**config.mk**
```make
export PLATFORM = sky130hd
export DESIGN_NAME = aco_char_out
export DESIGN_NICKNAME = d
export VERILOG_FILES = /design/src/rtl/aco_pkg.sv /design/src/rtl/aco_wr_if.sv /design/src/rtl/aco_pacer.sv /design/src/rtl/aco_packer.sv /design/src/rtl/aco_char_out.sv
export SDC_FILE = /design/constraint.sdc
export NUM_CORES = 2
export LEC_CHECK = 0
export ABC_AREA = 1
export ABC_CLOCK_PERIOD_IN_PS = 3000
export BUFFER_PORTS_ARGS = -buffer_cell sky130_fd_sc_hd__buf_2
export CORE_MARGIN = 2
export CORE_UTILIZATION = 55
export DETAILED_ROUTE_END_ITERATION = 16
export PLACE_DENSITY = 0.75
export SYNTH_ARGS = -nofsm -noshare
export SYNTH_HDL_FRONTEND = slang
export SYNTH_SLANG_ARGS = --single-unit
```
**constraint.sdc**
```tcl
create_clock -name I_MCLK -period 3 [get_ports I_MCLK]
set_input_delay 0.15 -clock I_MCLK [delete_from_list [all_inputs] [get_ports I_MCLK]]
set_output_delay 0.15 -clock I_MCLK [all_outputs]
set_load 0.005 [all_outputs]
```
**src/rtl/aco_pkg.sv**
```systemverilog
// ==========================================================
// Shared constants for the parallel character output block
// ==========================================================
package aco_pkg;
	// ======================================================
	// Register byte offsets on the Avalon-MM slave
	// ======================================================
	localparam logic [6:0]  REG_CTRL     = 7'h00; // Mode flags, length, source word
	localparam logic [6:0]  REG_STATUS   = 7'h04; // Live sequencer state
	localparam logic [6:0]  REG_TEXT_LO  = 7'h08; // Text characters 0..3
	localparam logic [6:0]  REG_TEXT_HI  = 7'h0c; // Text characters 4..7
	localparam logic [6:0]  REG_PACK     = 7'h10; // Write starts packing
	localparam logic [6:0]  REG_PACE     = 7'h14; // Pacing period in clocks
	localparam logic [6:0]  REG_INT_STAT = 7'h18; // Sticky events, read only
	localparam logic [6:0]  REG_INT_CLR  = 7'h1c; // Write one to clear
	localparam logic [6:0]  REG_INT_EN   = 7'h20; // Interrupt enables
	localparam int          MEM_SEL_BIT  = 6;     // Set: character word window

	// ======================================================
	// Field positions
	// ======================================================
	localparam int          CTRL_BPW     = 0;     // Byte-per-word flag
	localparam int          CTRL_LMODE   = 1;     // Length mode flag
	localparam int          CTRL_LEN_LSB = 4;     // Variable run length minus one
	localparam int          CTRL_SRC_LSB = 8;     // Source start word
	localparam int          IRQ_RUN      = 0;     // Run completed
	localparam int          IRQ_NULL     = 1;     // Run ended by null code
	localparam int          IRQ_ABORT    = 2;     // Fixed run cut by drive low
	localparam int          IRQ_PACK     = 3;     // Packing finished
	localparam int          IRQ_W        = 4;     // Event count

	// ======================================================
	// Sizes, codes and reset values
	// ======================================================
	localparam int          AW           = 4;     // Word index width
	localparam int          WORDS        = 16;    // Character storage words
	localparam logic [3:0]  FIXED_LAST   = 4'h7;  // Fixed run: 8 characters
	localparam logic [2:0]  TEXT_LAST    = 3'h7;  // Packer: 8 characters
	localparam logic [2:0]  PAIR_LAST    = 3'h3;  // Packer: 4 words of pairs
	localparam logic [7:0]  NUL_CODE     = 8'h00; // Terminating code
	localparam logic [15:0] CTRL_RST     = 16'h0070; // Length field 7: run of 8
	localparam int          PACE_NS      = 10000000; // Default pacing period
	localparam int          CLK_NS       = 8;     // Clock period
	localparam int          PACE_CYC     = PACE_NS / CLK_NS;

	// Sequencer states, one-hot
	typedef enum logic [3:0] {
		ST_IDLE = 4'h1,
		ST_LOAD = 4'h2,
		ST_STRB = 4'h4,
		ST_REL  = 4'h8
	} aco_state_e;
endpackage : aco_pkg

```
**src/rtl/aco_wr_if.sv**
```systemverilog
`timescale 1ns/10ps
`default_nettype none
// ==========================================================
// Word write path from the packer into character storage
// ==========================================================
interface aco_wr_if;
	logic        we;   // Write strobe
	logic [3:0]  addr; // Word index
	logic [15:0] data; // Word contents
	modport src (output we, output addr, output data);
	modport dst (input we, input addr, input data);
endinterface : aco_wr_if
`default_nettype wire

```
**src/rtl/aco_pacer.sv**
```systemverilog
`timescale 1ns/10ps
`default_nettype none
// ==========================================================
// Pacing divider: one-cycle tick every i_div clocks
// ==========================================================
module aco_pacer #(
	parameter int W = 24
) (
	input  wire logic         i_clk,
	input  wire logic         i_reset,
	input  wire logic [W-1:0] i_div,
	output logic              o_tick
);
	typedef struct packed {
		logic [W-1:0] cnt;  // Clocks since last tick
		logic         tick; // Registered tick
	} aco_pacer_s;

	aco_pacer_s s_q, s_d;

	// Divider; zero or one gives a tick every clock
	always_comb begin
		s_d      = s_q;
		s_d.tick = 1'b0;
		if (({1'b0, s_q.cnt} + (W+1)'(1)) >= {1'b0, i_div}) begin
			s_d.cnt  = '0;
			s_d.tick = 1'b1;
		end else begin
			s_d.cnt = s_q.cnt + W'(1);
		end
	end

	// State register
	always_ff @(posedge i_clk) begin
		if (i_reset) begin
			s_q <= '0;
		end else begin
			s_q <= s_d;
		end
	end

	assign o_tick = s_q.tick;
endmodule : aco_pacer
`default_nettype wire

```
**src/rtl/aco_packer.sv**
```systemverilog
`timescale 1ns/10ps
`default_nettype none
// ==========================================================
// Text code packer: eight characters into storage words
// ==========================================================
module aco_packer (
	input  wire logic        i_clk,
	input  wire logic        i_reset,
	input  wire logic        i_start,
	input  wire logic        i_bpw,
	input  wire logic [3:0]  i_base,
	input  wire logic [63:0] i_text,
	output logic             o_busy,
	output logic             o_done,
	aco_wr_if.src            wr
);
	typedef struct packed {
		logic        busy; // Writing words
		logic        done; // Finish pulse
		logic        bpw;  // Captured packing flag
		logic [3:0]  base; // Destination start word
		logic [2:0]  idx;  // Word being written
		logic [63:0] text; // Captured characters
	} aco_packer_s;

	aco_packer_s s_q, s_d;
	logic        last;

	// Start is ignored while a pack is running
	always_comb begin
		s_d      = s_q;
		s_d.done = 1'b0;
		last     = s_q.bpw ? (s_q.idx == aco_pkg::TEXT_LAST) : (s_q.idx == aco_pkg::PAIR_LAST);
		if (!s_q.busy) begin
			if (i_start) begin
				s_d.busy = 1'b1;
				s_d.bpw  = i_bpw;
				s_d.base = i_base;
				s_d.idx  = '0;
				s_d.text = i_text;
			end
		end else if (last) begin
			s_d.busy = 1'b0;
			s_d.done = 1'b1;
		end else begin
			s_d.idx = s_q.idx + 3'h1;
		end
	end

	always_ff @(posedge i_clk) begin
		if (i_reset) begin
			s_q <= '0;
		end else begin
			s_q <= s_d;
		end
	end

	// One word per clock, consecutive from the start word
	assign wr.we   = s_q.busy;
	// Wraps at the top of storage, so the sum is cut to the word index
	assign wr.addr = 4'(s_q.base + {1'b0, s_q.idx});
	// Byte mode: code low, upper half cleared; else two codes per word
	assign wr.data = s_q.bpw ? {aco_pkg::NUL_CODE, s_q.text[{s_q.idx, 3'h0} +: 8]}
	                         : s_q.text[{s_q.idx[1:0], 4'h0} +: 16];
	assign o_busy  = s_q.busy;
	assign o_done  = s_q.done;
endmodule : aco_packer
`default_nettype wire

```
**src/rtl/aco_char_out.sv**
```systemverilog
// Local design decisions: register access over Avalon-MM and the address map.
`timescale 1ns/10ps
`default_nettype none
// ==========================================================
// Parallel character output with text packer
// ==========================================================
module aco_char_out #(
	parameter int P_PACE_CYCLES = aco_pkg::PACE_CYC
) (
	input  wire logic        I_MCLK,
	input  wire logic        I_RESET,
	input  wire logic        I_DRIVE,
	input  wire logic [6:0]  I_AVS_ADDRESS,
	input  wire logic        I_AVS_READ,
	input  wire logic        I_AVS_WRITE,
	input  wire logic [31:0] I_AVS_WRITEDATA,
	input  wire logic [3:0]  I_AVS_BYTEENABLE,
	output logic [31:0]      O_AVS_READDATA,
	output logic             O_AVS_WAITREQUEST,
	output logic [7:0]       O_CHAR_DATA,
	output logic             O_CHAR_STROBE,
	output logic             O_EXECUTING,
	output logic             O_COMPLETION,
	output logic             O_IRQ
);
	// ======================================================
	// State
	// ======================================================
	typedef struct packed {
		logic                                    ack;       // Bus answer cycle
		logic [31:0]                             rdata;     // Captured read data
		logic [15:0]                             ctrl;      // Control register
		logic [63:0]                             text;      // Text for packer
		logic [23:0]                             pace;      // Pacing period
		logic [3:0]                              pack_base; // Packer start word
		logic                                    pack_go;   // Packer start pulse
		logic [aco_pkg::IRQ_W-1:0]               irq_stat;  // Sticky events
		logic [aco_pkg::IRQ_W-1:0]               irq_en;    // Event enables
		logic [aco_pkg::WORDS-1:0][15:0]         mem;       // Character words
		aco_pkg::aco_state_e                     st;        // Sequencer state
		logic [3:0]                              idx;       // Character index
		logic [7:0]                              data;      // Data points
		logic                                    strobe;    // Strobe point
		logic                                    done;      // Completion flag
		logic                                    drv_q;     // Drive, last clock
	} aco_top_s;

	aco_top_s                  s_q, s_d;
	logic                      tick;      // Pacing enable
	logic                      pack_busy; // Packer running
	logic                      pack_done; // Packer finished
	logic                      req;       // Bus request present
	logic                      wr_hit;    // Write takes effect
	logic                      bpw;       // Byte-per-word flag
	logic                      lmode;     // Length mode flag
	logic                      exec;      // Transfer in progress
	logic [3:0]                last;      // Index of final character
	logic [3:0]                src;       // Source start word
	logic [aco_pkg::AW-1:0]    widx;      // Word holding current char
	logic [15:0]               wsel;      // That word
	logic [7:0]                cur_char;  // Current character
	logic [31:0]               rd;        // Read mux
	logic [aco_pkg::IRQ_W-1:0] ev;        // Events this clock
	logic [aco_pkg::IRQ_W-1:0] clr;       // Clear mask this clock
	logic [31:0]               mrg;       // Lane-merged write word

	aco_wr_if pk_wr ();

	// ======================================================
	// Helpers
	// ======================================================
	// Byte-lane merge for Avalon writes
	function automatic logic [31:0] lane_merge(input logic [31:0] old_v,
	                                           input logic [31:0] new_v,
	                                           input logic [3:0]  be);
		logic [31:0] r;
		r = old_v;
		for (int b = 0; b < 4; b++) begin
			if (be[b]) begin
				r[b*8 +: 8] = new_v[b*8 +: 8];
			end
		end
		return r;
	endfunction : lane_merge

	// ======================================================
	// Submodules
	// ======================================================
	// Pacing tick stands in for the scan or interrupt period
	aco_pacer #(
		.W      (24)
	) u_pacer (
		.i_clk  (I_MCLK),
		.i_reset(I_RESET),
		.i_div  (s_q.pace),
		.o_tick (tick)
	);

	// Text packer writes through its own port
	aco_packer u_packer (
		.i_clk  (I_MCLK),
		.i_reset(I_RESET),
		.i_start(s_q.pack_go),
		.i_bpw  (bpw),
		.i_base (s_q.pack_base),
		.i_text (s_q.text),
		.o_busy (pack_busy),
		.o_done (pack_done),
		.wr     (pk_wr.src)
	);

	// ======================================================
	// Decoded control
	// ======================================================
	assign bpw   = s_q.ctrl[aco_pkg::CTRL_BPW];
	assign lmode = s_q.ctrl[aco_pkg::CTRL_LMODE];
	assign src   = s_q.ctrl[aco_pkg::CTRL_SRC_LSB +: 4];
	assign exec  = (s_q.st != aco_pkg::ST_IDLE);
	// Run length by mode
	assign last  = lmode ? s_q.ctrl[aco_pkg::CTRL_LEN_LSB +: 4] : aco_pkg::FIXED_LAST;

	// Current character fetch, first word first, low byte first
	always_comb begin
		widx     = 4'(bpw ? (src + s_q.idx) : (src + {1'b0, s_q.idx[3:1]}));
		wsel     = s_q.mem[widx];
		cur_char = (bpw || !s_q.idx[0]) ? wsel[7:0] : wsel[15:8];
	end

	// ======================================================
	// Avalon-MM slave
	// ======================================================
	// One wait state: data is registered, so waitrequest drops next clock
	assign req    = I_AVS_READ | I_AVS_WRITE;
	assign wr_hit = I_AVS_WRITE & s_q.ack;

	// Read mux; unmapped and write-only words read zero
	always_comb begin
		rd = 32'h0000_0000;
		if (I_AVS_ADDRESS[aco_pkg::MEM_SEL_BIT]) begin
			rd = {16'h0000, s_q.mem[I_AVS_ADDRESS[5:2]]};
		end else begin
			case (I_AVS_ADDRESS)
				aco_pkg::REG_CTRL:     rd = {16'h0000, s_q.ctrl};
				aco_pkg::REG_STATUS:   rd = {29'h0, pack_busy, s_q.done, exec};
				aco_pkg::REG_TEXT_LO:  rd = s_q.text[31:0];
				aco_pkg::REG_TEXT_HI:  rd = s_q.text[63:32];
				aco_pkg::REG_PACK:     rd = {28'h0, s_q.pack_base};
				aco_pkg::REG_PACE:     rd = {8'h00, s_q.pace};
				aco_pkg::REG_INT_STAT: rd = {28'h0, s_q.irq_stat};
				aco_pkg::REG_INT_EN:   rd = {28'h0, s_q.irq_en};
				default:               rd = 32'h0000_0000;
			endcase
		end
	end

	// ======================================================
	// Next state
	// ======================================================
	always_comb begin
		s_d         = s_q;
		s_d.pack_go = 1'b0;
		s_d.drv_q   = I_DRIVE;
		ev          = '0;
		clr         = '0;
		mrg         = '0;
		// Bus handshake and read capture
		s_d.ack = req & ~s_q.ack;
		if (req && !s_q.ack) begin
			s_d.rdata = rd;
		end
		// Register writes on the answer clock only
		if (wr_hit) begin
			if (I_AVS_ADDRESS[aco_pkg::MEM_SEL_BIT]) begin
				// Merge first: a function result cannot be part-selected
				mrg = lane_merge({16'h0000, s_q.mem[I_AVS_ADDRESS[5:2]]},
				                 I_AVS_WRITEDATA, I_AVS_BYTEENABLE);
				s_d.mem[I_AVS_ADDRESS[5:2]] = mrg[15:0];
			end else begin
				case (I_AVS_ADDRESS)
					aco_pkg::REG_CTRL: begin
						mrg      = lane_merge({16'h0000, s_q.ctrl}, I_AVS_WRITEDATA,
						                      I_AVS_BYTEENABLE);
						s_d.ctrl = mrg[15:0];
					end
					aco_pkg::REG_TEXT_LO: begin
						s_d.text[31:0] = lane_merge(s_q.text[31:0], I_AVS_WRITEDATA,
						                            I_AVS_BYTEENABLE);
					end
					aco_pkg::REG_TEXT_HI: begin
						s_d.text[63:32] = lane_merge(s_q.text[63:32], I_AVS_WRITEDATA,
						                             I_AVS_BYTEENABLE);
					end
					aco_pkg::REG_PACK: begin
						// Start word and go; ignored by a busy packer
						s_d.pack_base = I_AVS_WRITEDATA[3:0];
						s_d.pack_go   = 1'b1;
					end
					aco_pkg::REG_PACE: begin
						mrg      = lane_merge({8'h00, s_q.pace}, I_AVS_WRITEDATA,
						                      I_AVS_BYTEENABLE);
						s_d.pace = mrg[23:0];
					end
					aco_pkg::REG_INT_CLR: begin
						clr = I_AVS_WRITEDATA[aco_pkg::IRQ_W-1:0];
					end
					aco_pkg::REG_INT_EN: begin
						s_d.irq_en = I_AVS_WRITEDATA[aco_pkg::IRQ_W-1:0];
					end
					default: begin
						// Unmapped or read-only: ignored
					end
				endcase
			end
		end
		// Packer has priority over a bus write to the same word
		if (pk_wr.we) begin
			s_d.mem[pk_wr.addr] = pk_wr.data;
		end

		// Sequencer: each step after the start waits for a pacing tick
		case (s_q.st)
			aco_pkg::ST_IDLE: begin
				// Level start in fixed mode, edge start in variable mode
				if (lmode ? (I_DRIVE && !s_q.drv_q) : I_DRIVE) begin
					s_d.st   = aco_pkg::ST_LOAD;
					s_d.idx  = '0;
					s_d.done = 1'b0;
				end
			end
			aco_pkg::ST_LOAD: begin
				if (tick) begin
					if (cur_char == aco_pkg::NUL_CODE) begin
						// Rest of the text is never sent
						s_d.st             = aco_pkg::ST_IDLE;
						s_d.done           = 1'b1;
						ev[aco_pkg::IRQ_NULL] = 1'b1;
					end else begin
						// Data goes out one period before the strobe
						s_d.data = cur_char;
						s_d.st   = aco_pkg::ST_STRB;
					end
				end
			end
			aco_pkg::ST_STRB: begin
				if (tick) begin
					s_d.strobe = 1'b1;
					s_d.st     = aco_pkg::ST_REL;
				end
			end
			aco_pkg::ST_REL: begin
				if (tick) begin
					// Drop the strobe and advance the index on the same tick
					s_d.strobe = 1'b0;
					if (s_q.idx == last) begin
						s_d.st               = aco_pkg::ST_IDLE;
						s_d.done             = 1'b1;
						ev[aco_pkg::IRQ_RUN] = 1'b1;
					end else begin
						s_d.idx = s_q.idx + 4'h1;
						s_d.st  = aco_pkg::ST_LOAD;
					end
				end
			end
			default: begin
				s_d.st     = aco_pkg::ST_IDLE;
				s_d.strobe = 1'b0;
			end
		endcase

		// Fixed mode stops at once when drive drops mid-run
		if (!lmode && exec && !I_DRIVE) begin
			s_d.st                 = aco_pkg::ST_IDLE;
			s_d.strobe             = 1'b0;
			ev[aco_pkg::IRQ_ABORT] = 1'b1;
			ev[aco_pkg::IRQ_RUN]   = 1'b0;
			s_d.done               = 1'b0;
		end
		// Completion is held only while drive stays high
		if (!I_DRIVE) begin
			s_d.done = 1'b0;
		end

		// Sticky events; a new event beats a clear in the same clock
		ev[aco_pkg::IRQ_PACK] = pack_done;
		s_d.irq_stat          = (s_q.irq_stat & ~clr) | ev;
	end

	// ======================================================
	// State register
	// ======================================================
	always_ff @(posedge I_MCLK) begin
		if (I_RESET) begin
			s_q      <= '0;
			s_q.st   <= aco_pkg::ST_IDLE;
			s_q.ctrl <= aco_pkg::CTRL_RST;
			s_q.pace <= 24'(P_PACE_CYCLES);
		end else begin
			s_q <= s_d;
		end
	end

	// ======================================================
	// Outputs
	// ======================================================
	assign O_AVS_WAITREQUEST = req & ~s_q.ack;
	assign O_AVS_READDATA    = s_q.rdata;
	// Point 0 is bit 0, point 7 is bit 7
	assign O_CHAR_DATA       = s_q.data;
	assign O_CHAR_STROBE     = s_q.strobe;
	assign O_EXECUTING       = exec;
	assign O_COMPLETION      = s_q.done;
	assign O_IRQ             = |(s_q.irq_stat & s_q.irq_en);
endmodule : aco_char_out
`default_nettype wire

```
### Word level (Yosys, flattened, before mapping)

Index checks and enable logic that the tools add are counted.

| storage, ports and cells | value |
|---|---|
| register bits | 524 |
| input port bits | 48 |
| logic and storage cells | 211 |

| cells by class | value |
|---|---|
| add/subtract/negate cells | 7 |
| magnitude comparators | 6 |
| equal/unequal tests | 24 |
| shift operators | 2 |
| mux-type cells | 63 |
| bitwise logic cells | 14 |
| reductions and logical operators | 46 |

Operators with widths:

| operator | number |
|---|---|
| $mux 256 | 3 |
| $bwmux 256 | 2 |
| $pmux 32 s8 | 1 |
| $bmux 16 s4 | 2 |
| $demux 16 s4 | 2 |
| $mux 16 | 5 |
| $mux 8 | 9 |
| $mux 67 | 1 |
| $shiftx 64x7->16 | 1 |
| $shiftx 64x7->8 | 1 |
| $reduce_and 4->1 | 15 |
| $mux 32 | 1 |
| $mux 4 | 8 |
| $eq 7x5->1 const B | 4 |
| $add 24x1->25 const B | 1 |
| $ge 25x24->1 | 1 |
| $add 24x1->24 const B | 1 |
| $mux 1 | 19 |
| $pmux 4 s4 | 1 |
| $lt 4x5->1 const B | 3 |
| $eq 7x4->1 const B | 2 |
| $reduce_and 3->1 | 4 |
| $ne 2x2->1 const B | 5 |
| $mux 3 | 3 |
| 37 further kinds | 67 |

### Logic depth before layout (Yosys ltp)

| depth | value |
|---|---|
| depth after elaboration | 10 |
| depth in mapped cells | 24 |
| gate-level depth less buffers | 22 |

### Modules after synthesis

From an unflattened synthesis, not the netlist that was laid out.

| unflattened totals | value |
|---|---|
| cell total of the unflattened synthesis | 4470 |
| area total of the unflattened synthesis | 29196.8 µm² |

Modules (own cells, without submodules):

| module | times used | cells an instance | area an instance (µm²) |
|---|---|---|---|
| aco_char_out | 1 | 3610 | 23427.5 |
| aco_packer | 1 | 547 | 3659.8 |
| aco_pacer | 1 | 313 | 2109.5 |

### Worst setup path before layout

No wires, ideal clock.

| path | value |
|---|---|
| path type | register to register |
| start | reg u_pacer.s_q[1] (netlist name) |
| end | reg u_pacer.s_q[10] (netlist name) |
| data arrival time | 2.954 ns |
| required time | 2.873 ns |
| path slack | -0.080 ns |
| stages on the path, launching flop included | 23 |
| period minus slack after synthesis | 3.080 ns |
| cell sequence | dfxtp_1 ha_1 nand3_1 inv_1 nand2_1 nor2_1 nand2_1 inv_1 nand4_1 nor2_1 nand3_1 or3_1 nand2_1 inv_1 ha_1 nand2_1 nor2_1 nand2_1 nor4_1 nand2_1 nand4_1 clkbuf_1 nor2_1 |

| on the way | value |
|---|---|
| cells in the longest elaborated chain, start to end | 3 |

RTL lines:

| item | line | source |
|---|---|---|
| start, declared | aco_pacer.sv:19 | `aco_pacer_s s_q, s_d;` |
| start signal, assigned | aco_pacer.sv:36 | `s_q <= '0;` |
| start signal, assigned | aco_pacer.sv:38 | `s_q <= s_d;` |
| $add 24x1->25 | aco_pacer.sv:25 | `if (({1'b0, s_q.cnt} + (W+1)'(1)) >= {1'b0, i_div}) begin` |
| $ge 25x24->1 | aco_pacer.sv:25 |  |
| $reduce_or 2->1 (no line) | -- |  |

Several ways; a longest one is shown, not always the timed one.
A chain may end at the register's enable or synchronous reset.

### Worst setup path in the final report

| path | value |
|---|---|
| start | reg u_pacer.s_q[2] (netlist name) |
| end | reg u_pacer.s_q[15] (netlist name) |

Same word-level chain as after synthesis.

==> results_dict.tcl <==
set metrics [dict create \
    relSlewSlack_pct 40.64 \
    grt_pass1_vias 29730 \
    chipWidth_um 234.5 \
    pin_count 93 \
    ys_ff_latch 524 \
    vias 33340 \
    area_growth_pct 20.71 \
    synthAdderAreaFrac_pct 1.550 \
    status "complete, but fails checks" \
    synthXorXnorAreaFrac_pct 0.7150 \
    top_usage_layer "met2" \
    violations "setup timing" \
    wl_per_cell_um 24.32 \
    nets 4714 \
    fmax_mhz 279.2 \
    numClockSinks 524 \
    post-dp-hpwl_mm 87.45 \
    antenna_found_initial 3 \
    synth_area_leaders "dfxtp_1 36%, nand2_1 12%, a21oi_1 12%" \
    grtUsageTotal_pct 45.08 \
    hp-class "input pin to flop" \
    period_share_pct 119.4 \
    postRouteAntennaNets 0 \
    gr-usage-met3_pct 9.738 \
    netlist-cell-type-count 56 \
    async_flop_share_pct 0 \
    layout_common_cells "914 x nand2_1, 686 x a21oi_1, 523 x o21ai_0" \
    cp.required_ns 3.59 \
    diodes 0 \
    hold_viol 0 \
    post_route_cells_drive_above_1_share_pct 17.11 \
    yosys.area.top_type_share_pct 35.90 \
    path_delay_family "simple AND/OR/NAND/NOR gates" \
    die_area_um2 54990 \
    cts_buffers 56 \
    critPathKind "flop to flop" \
    detail_route.wirelength_mm 130.4 \
    synthCells 4474 \
    vdd_drop_max_v 0.0004868 \
    cts.clk_slew.worst_paths_ns 0.06 \
    first_pass_iters 8 \
    synth_simple_gate_area_share_pct 20.84 \
    place_congestion 1.060 \
    synth-seq-area-share_pct 35.90 \
    fin_crit_ns 3.581 \
    rsz0062_at_grt "true" \
    synth_top_family_by_area "compound AO/OA/AOI/OAI gates" \
    hp-start "I_AVS_BYTEENABLE[2]" \
    clock_tree.root_cell "clkbuf_16" \
    num_rows 84 \
    synth.yosys.warnings 0 \
    cts.htree.levels 2 \
    nFillCells 4644 \
    cp_slowest_cell "or3_1" \
    crit_fanout 6 \
    worstPathArrival_ns 4.17 \
    regToRegStartpoint "u_pacer.s_q[2]$_SDFF_PP0_" \
    maxCapViolations 0 \
    initial_utilization_pct 55.61 \
    synth_flop_cell "dfxtp_1" \
    core_um2 52550 \
    cp-startpoint "u_pacer.s_q[2]$_SDFF_PP0_" \
    slowest_delay_ns 0.41 \
    path_cells "ha_4, nand3_4, inv_4, nand2_4, nor2_4, inv_1, nor3_2, nand2_1, or3_1, xor2_2, inv_1, ha_4, a21oi_2, o21ai_1, nand2_1, o2111ai_2, nor2_1, nand4_1, buf_6, clkbuf_16, nor2_1" \
    slew_viol_final 0 \
    synth_edf_count 0 \
    power_per_cell_area_nw_per_um2 452.2 \
    p_leak_nw 13.90 \
    io_buffer_count 92 \
    finalWorstSetupSlack_ns -0.5813 \
    grt_use_met2_pct 68.81 \
    p_total_mw 15.95 \
    grt_pass1_wl_mm 185.5 \
    vias_per_cell 6.215 \
    cp-start-kind "flop" \
    drt_iter0_markers 4630 \
    synth_compound_area_share_pct 27.98 \
    synthMuxAreaShare_pct 0 \
    syn_area_per_cell_um2 6.532 \
    die-height_um 234.5 \
    drc 0 \
    finalSetupViolCount 37 \
    cp-end-kind "flop" \
    syn_area_um2 29220 \
    fin_skew_ns 0.03722 \
    synth.largest_area_cell "dfxtp_1" \
    crit_buf_inv 5 \
    worst_pin_slew_ns 0.8904 \
    grt_start_max_net_pins 149 \
    cts_tree "done" \
    clockBufferDepth 3 \
    worstSkewPairLatency_ns 0.66 \
    grt_overflow 0 \
    grt_use_met1_pct 55.81 \
    final_common_cell "nand2_1" \
    fin_tns_setup_ns -15.04 \
    synthesis.nets 4557 \
]
-- cell families after synthesis --
family	count (synthesis)
AO/OA/AOI/OAI	1530
AND/OR/NAND/NOR	1456
buffers and inverters	906
flip-flops	524
adder cells (fa/ha/maj)	35
XOR/XNOR	23
-- Yosys cell counts (37+ instances only) --
cell type,instances
o22ai_1,152
inv_2,50
a21oi_1,689
nand3_1,235
o21ai_1,44
nor2_1,154
o211ai_1,37
buf_2,76
buf_4,56
dfxtp_1,524
nand2_1,952
clkbuf_1,178
o21ai_0,527
inv_1,512
-- path summary, 6_finish.rpt --
check / end / slack (ns) / cells past startpoint
worst max-delay path: u_pacer.s_q[15]$_SDFF_PP0_ / -0.58 / 21
worst min-delay path: s_q[307]$_SDFFE_PP0P_ / 0.05 / 5
worst max register to register: u_pacer.s_q[15]$_SDFF_PP0_ / -0.58 / 21
worst min register to register: s_q[388]$_SDFFE_PP0P_ / 0.46 / 2
-- worst min-delay path: stages --
cell and delay [ns]:
buf_2 0.10, inv_1 0.11, nor3_4 0.07, inv_2 0.15, a21oi_1 0.09
-- layout make-up --
type / instances / area [um^2] / area share (%)
Tap cell: 688 / 860.8 / 2.440
Clock buffer: 76 / 1568 / 4.444
Timing Repair inverter: 1 / 7.507 / 0.02128
Sequential cell: 524 / 10500 / 29.76
Timing Repair Buffer: 436 / 3981 / 11.29
Clock inverter: 27 / 427.9 / 1.213
Inverter: 567 / 2155 / 6.108
Multi-Input combinational cell: 3045 / 15780 / 44.73
-- through the flow --
stage | util, % | hold WS [ns] | instances | setup slack, ns | cell area, um^2
after CTS | 66.25 | 0.02328 | 5355 | -0.2620 | 34810
after detailed placement | 59.91 | 0.4114 | 5179 | -0.2832 | 31480
after global placement | 59.91 | 0.4021 | 5179 | -0.2295 | 31480
after floorplan | - | 0.2604 | 4474 | -0.08008 | 29220
after global routing | 67.13 | 0.07565 | 5364 | -0.7049 | 35280
final | 67.13 | 0.04903 | 5364 | -0.5813 | 35280
-- flip-flops by register name (all words and copies together), names as in the netlist --
register and flops:
s_q 381, u_packer.s_q 72, O_AVS_READDATA 32, u_pacer.s_q 24
O_CHAR_DATA 8, O_CHAR_STROBE 1, O_COMPLETION 1, bpw 1
lmode 1, u_pacer.o_tick 1, u_packer.o_busy 1, u_packer.o_done 1
-- power by group --
part	switching (mW)	total, mW	leakage (nW)	internal [mW]
combinational	0.881	1.29	8.70	0.407
clock	3.16	7.61	0.965	4.45
sequential	0.0467	7.06	4.23	7.01
-- repair_timing --
item,4_1_cts,5_1_grt
hold buffers,34,0
setup buffers,31,8
gates cloned,11,4
setup endpoints to repair,37,38
gates resized for setup,125,108
pin swaps,61,69
endpoints found under the hold margin,121,0
-- per-layer routing --
layer	vias up	share of wire, %
li1	15150	-
met1	15300	37
met2	2336	43
met3	550	11
met4	2	8.6
met5	-	0.011
Power figures use the tool's default switching activity.
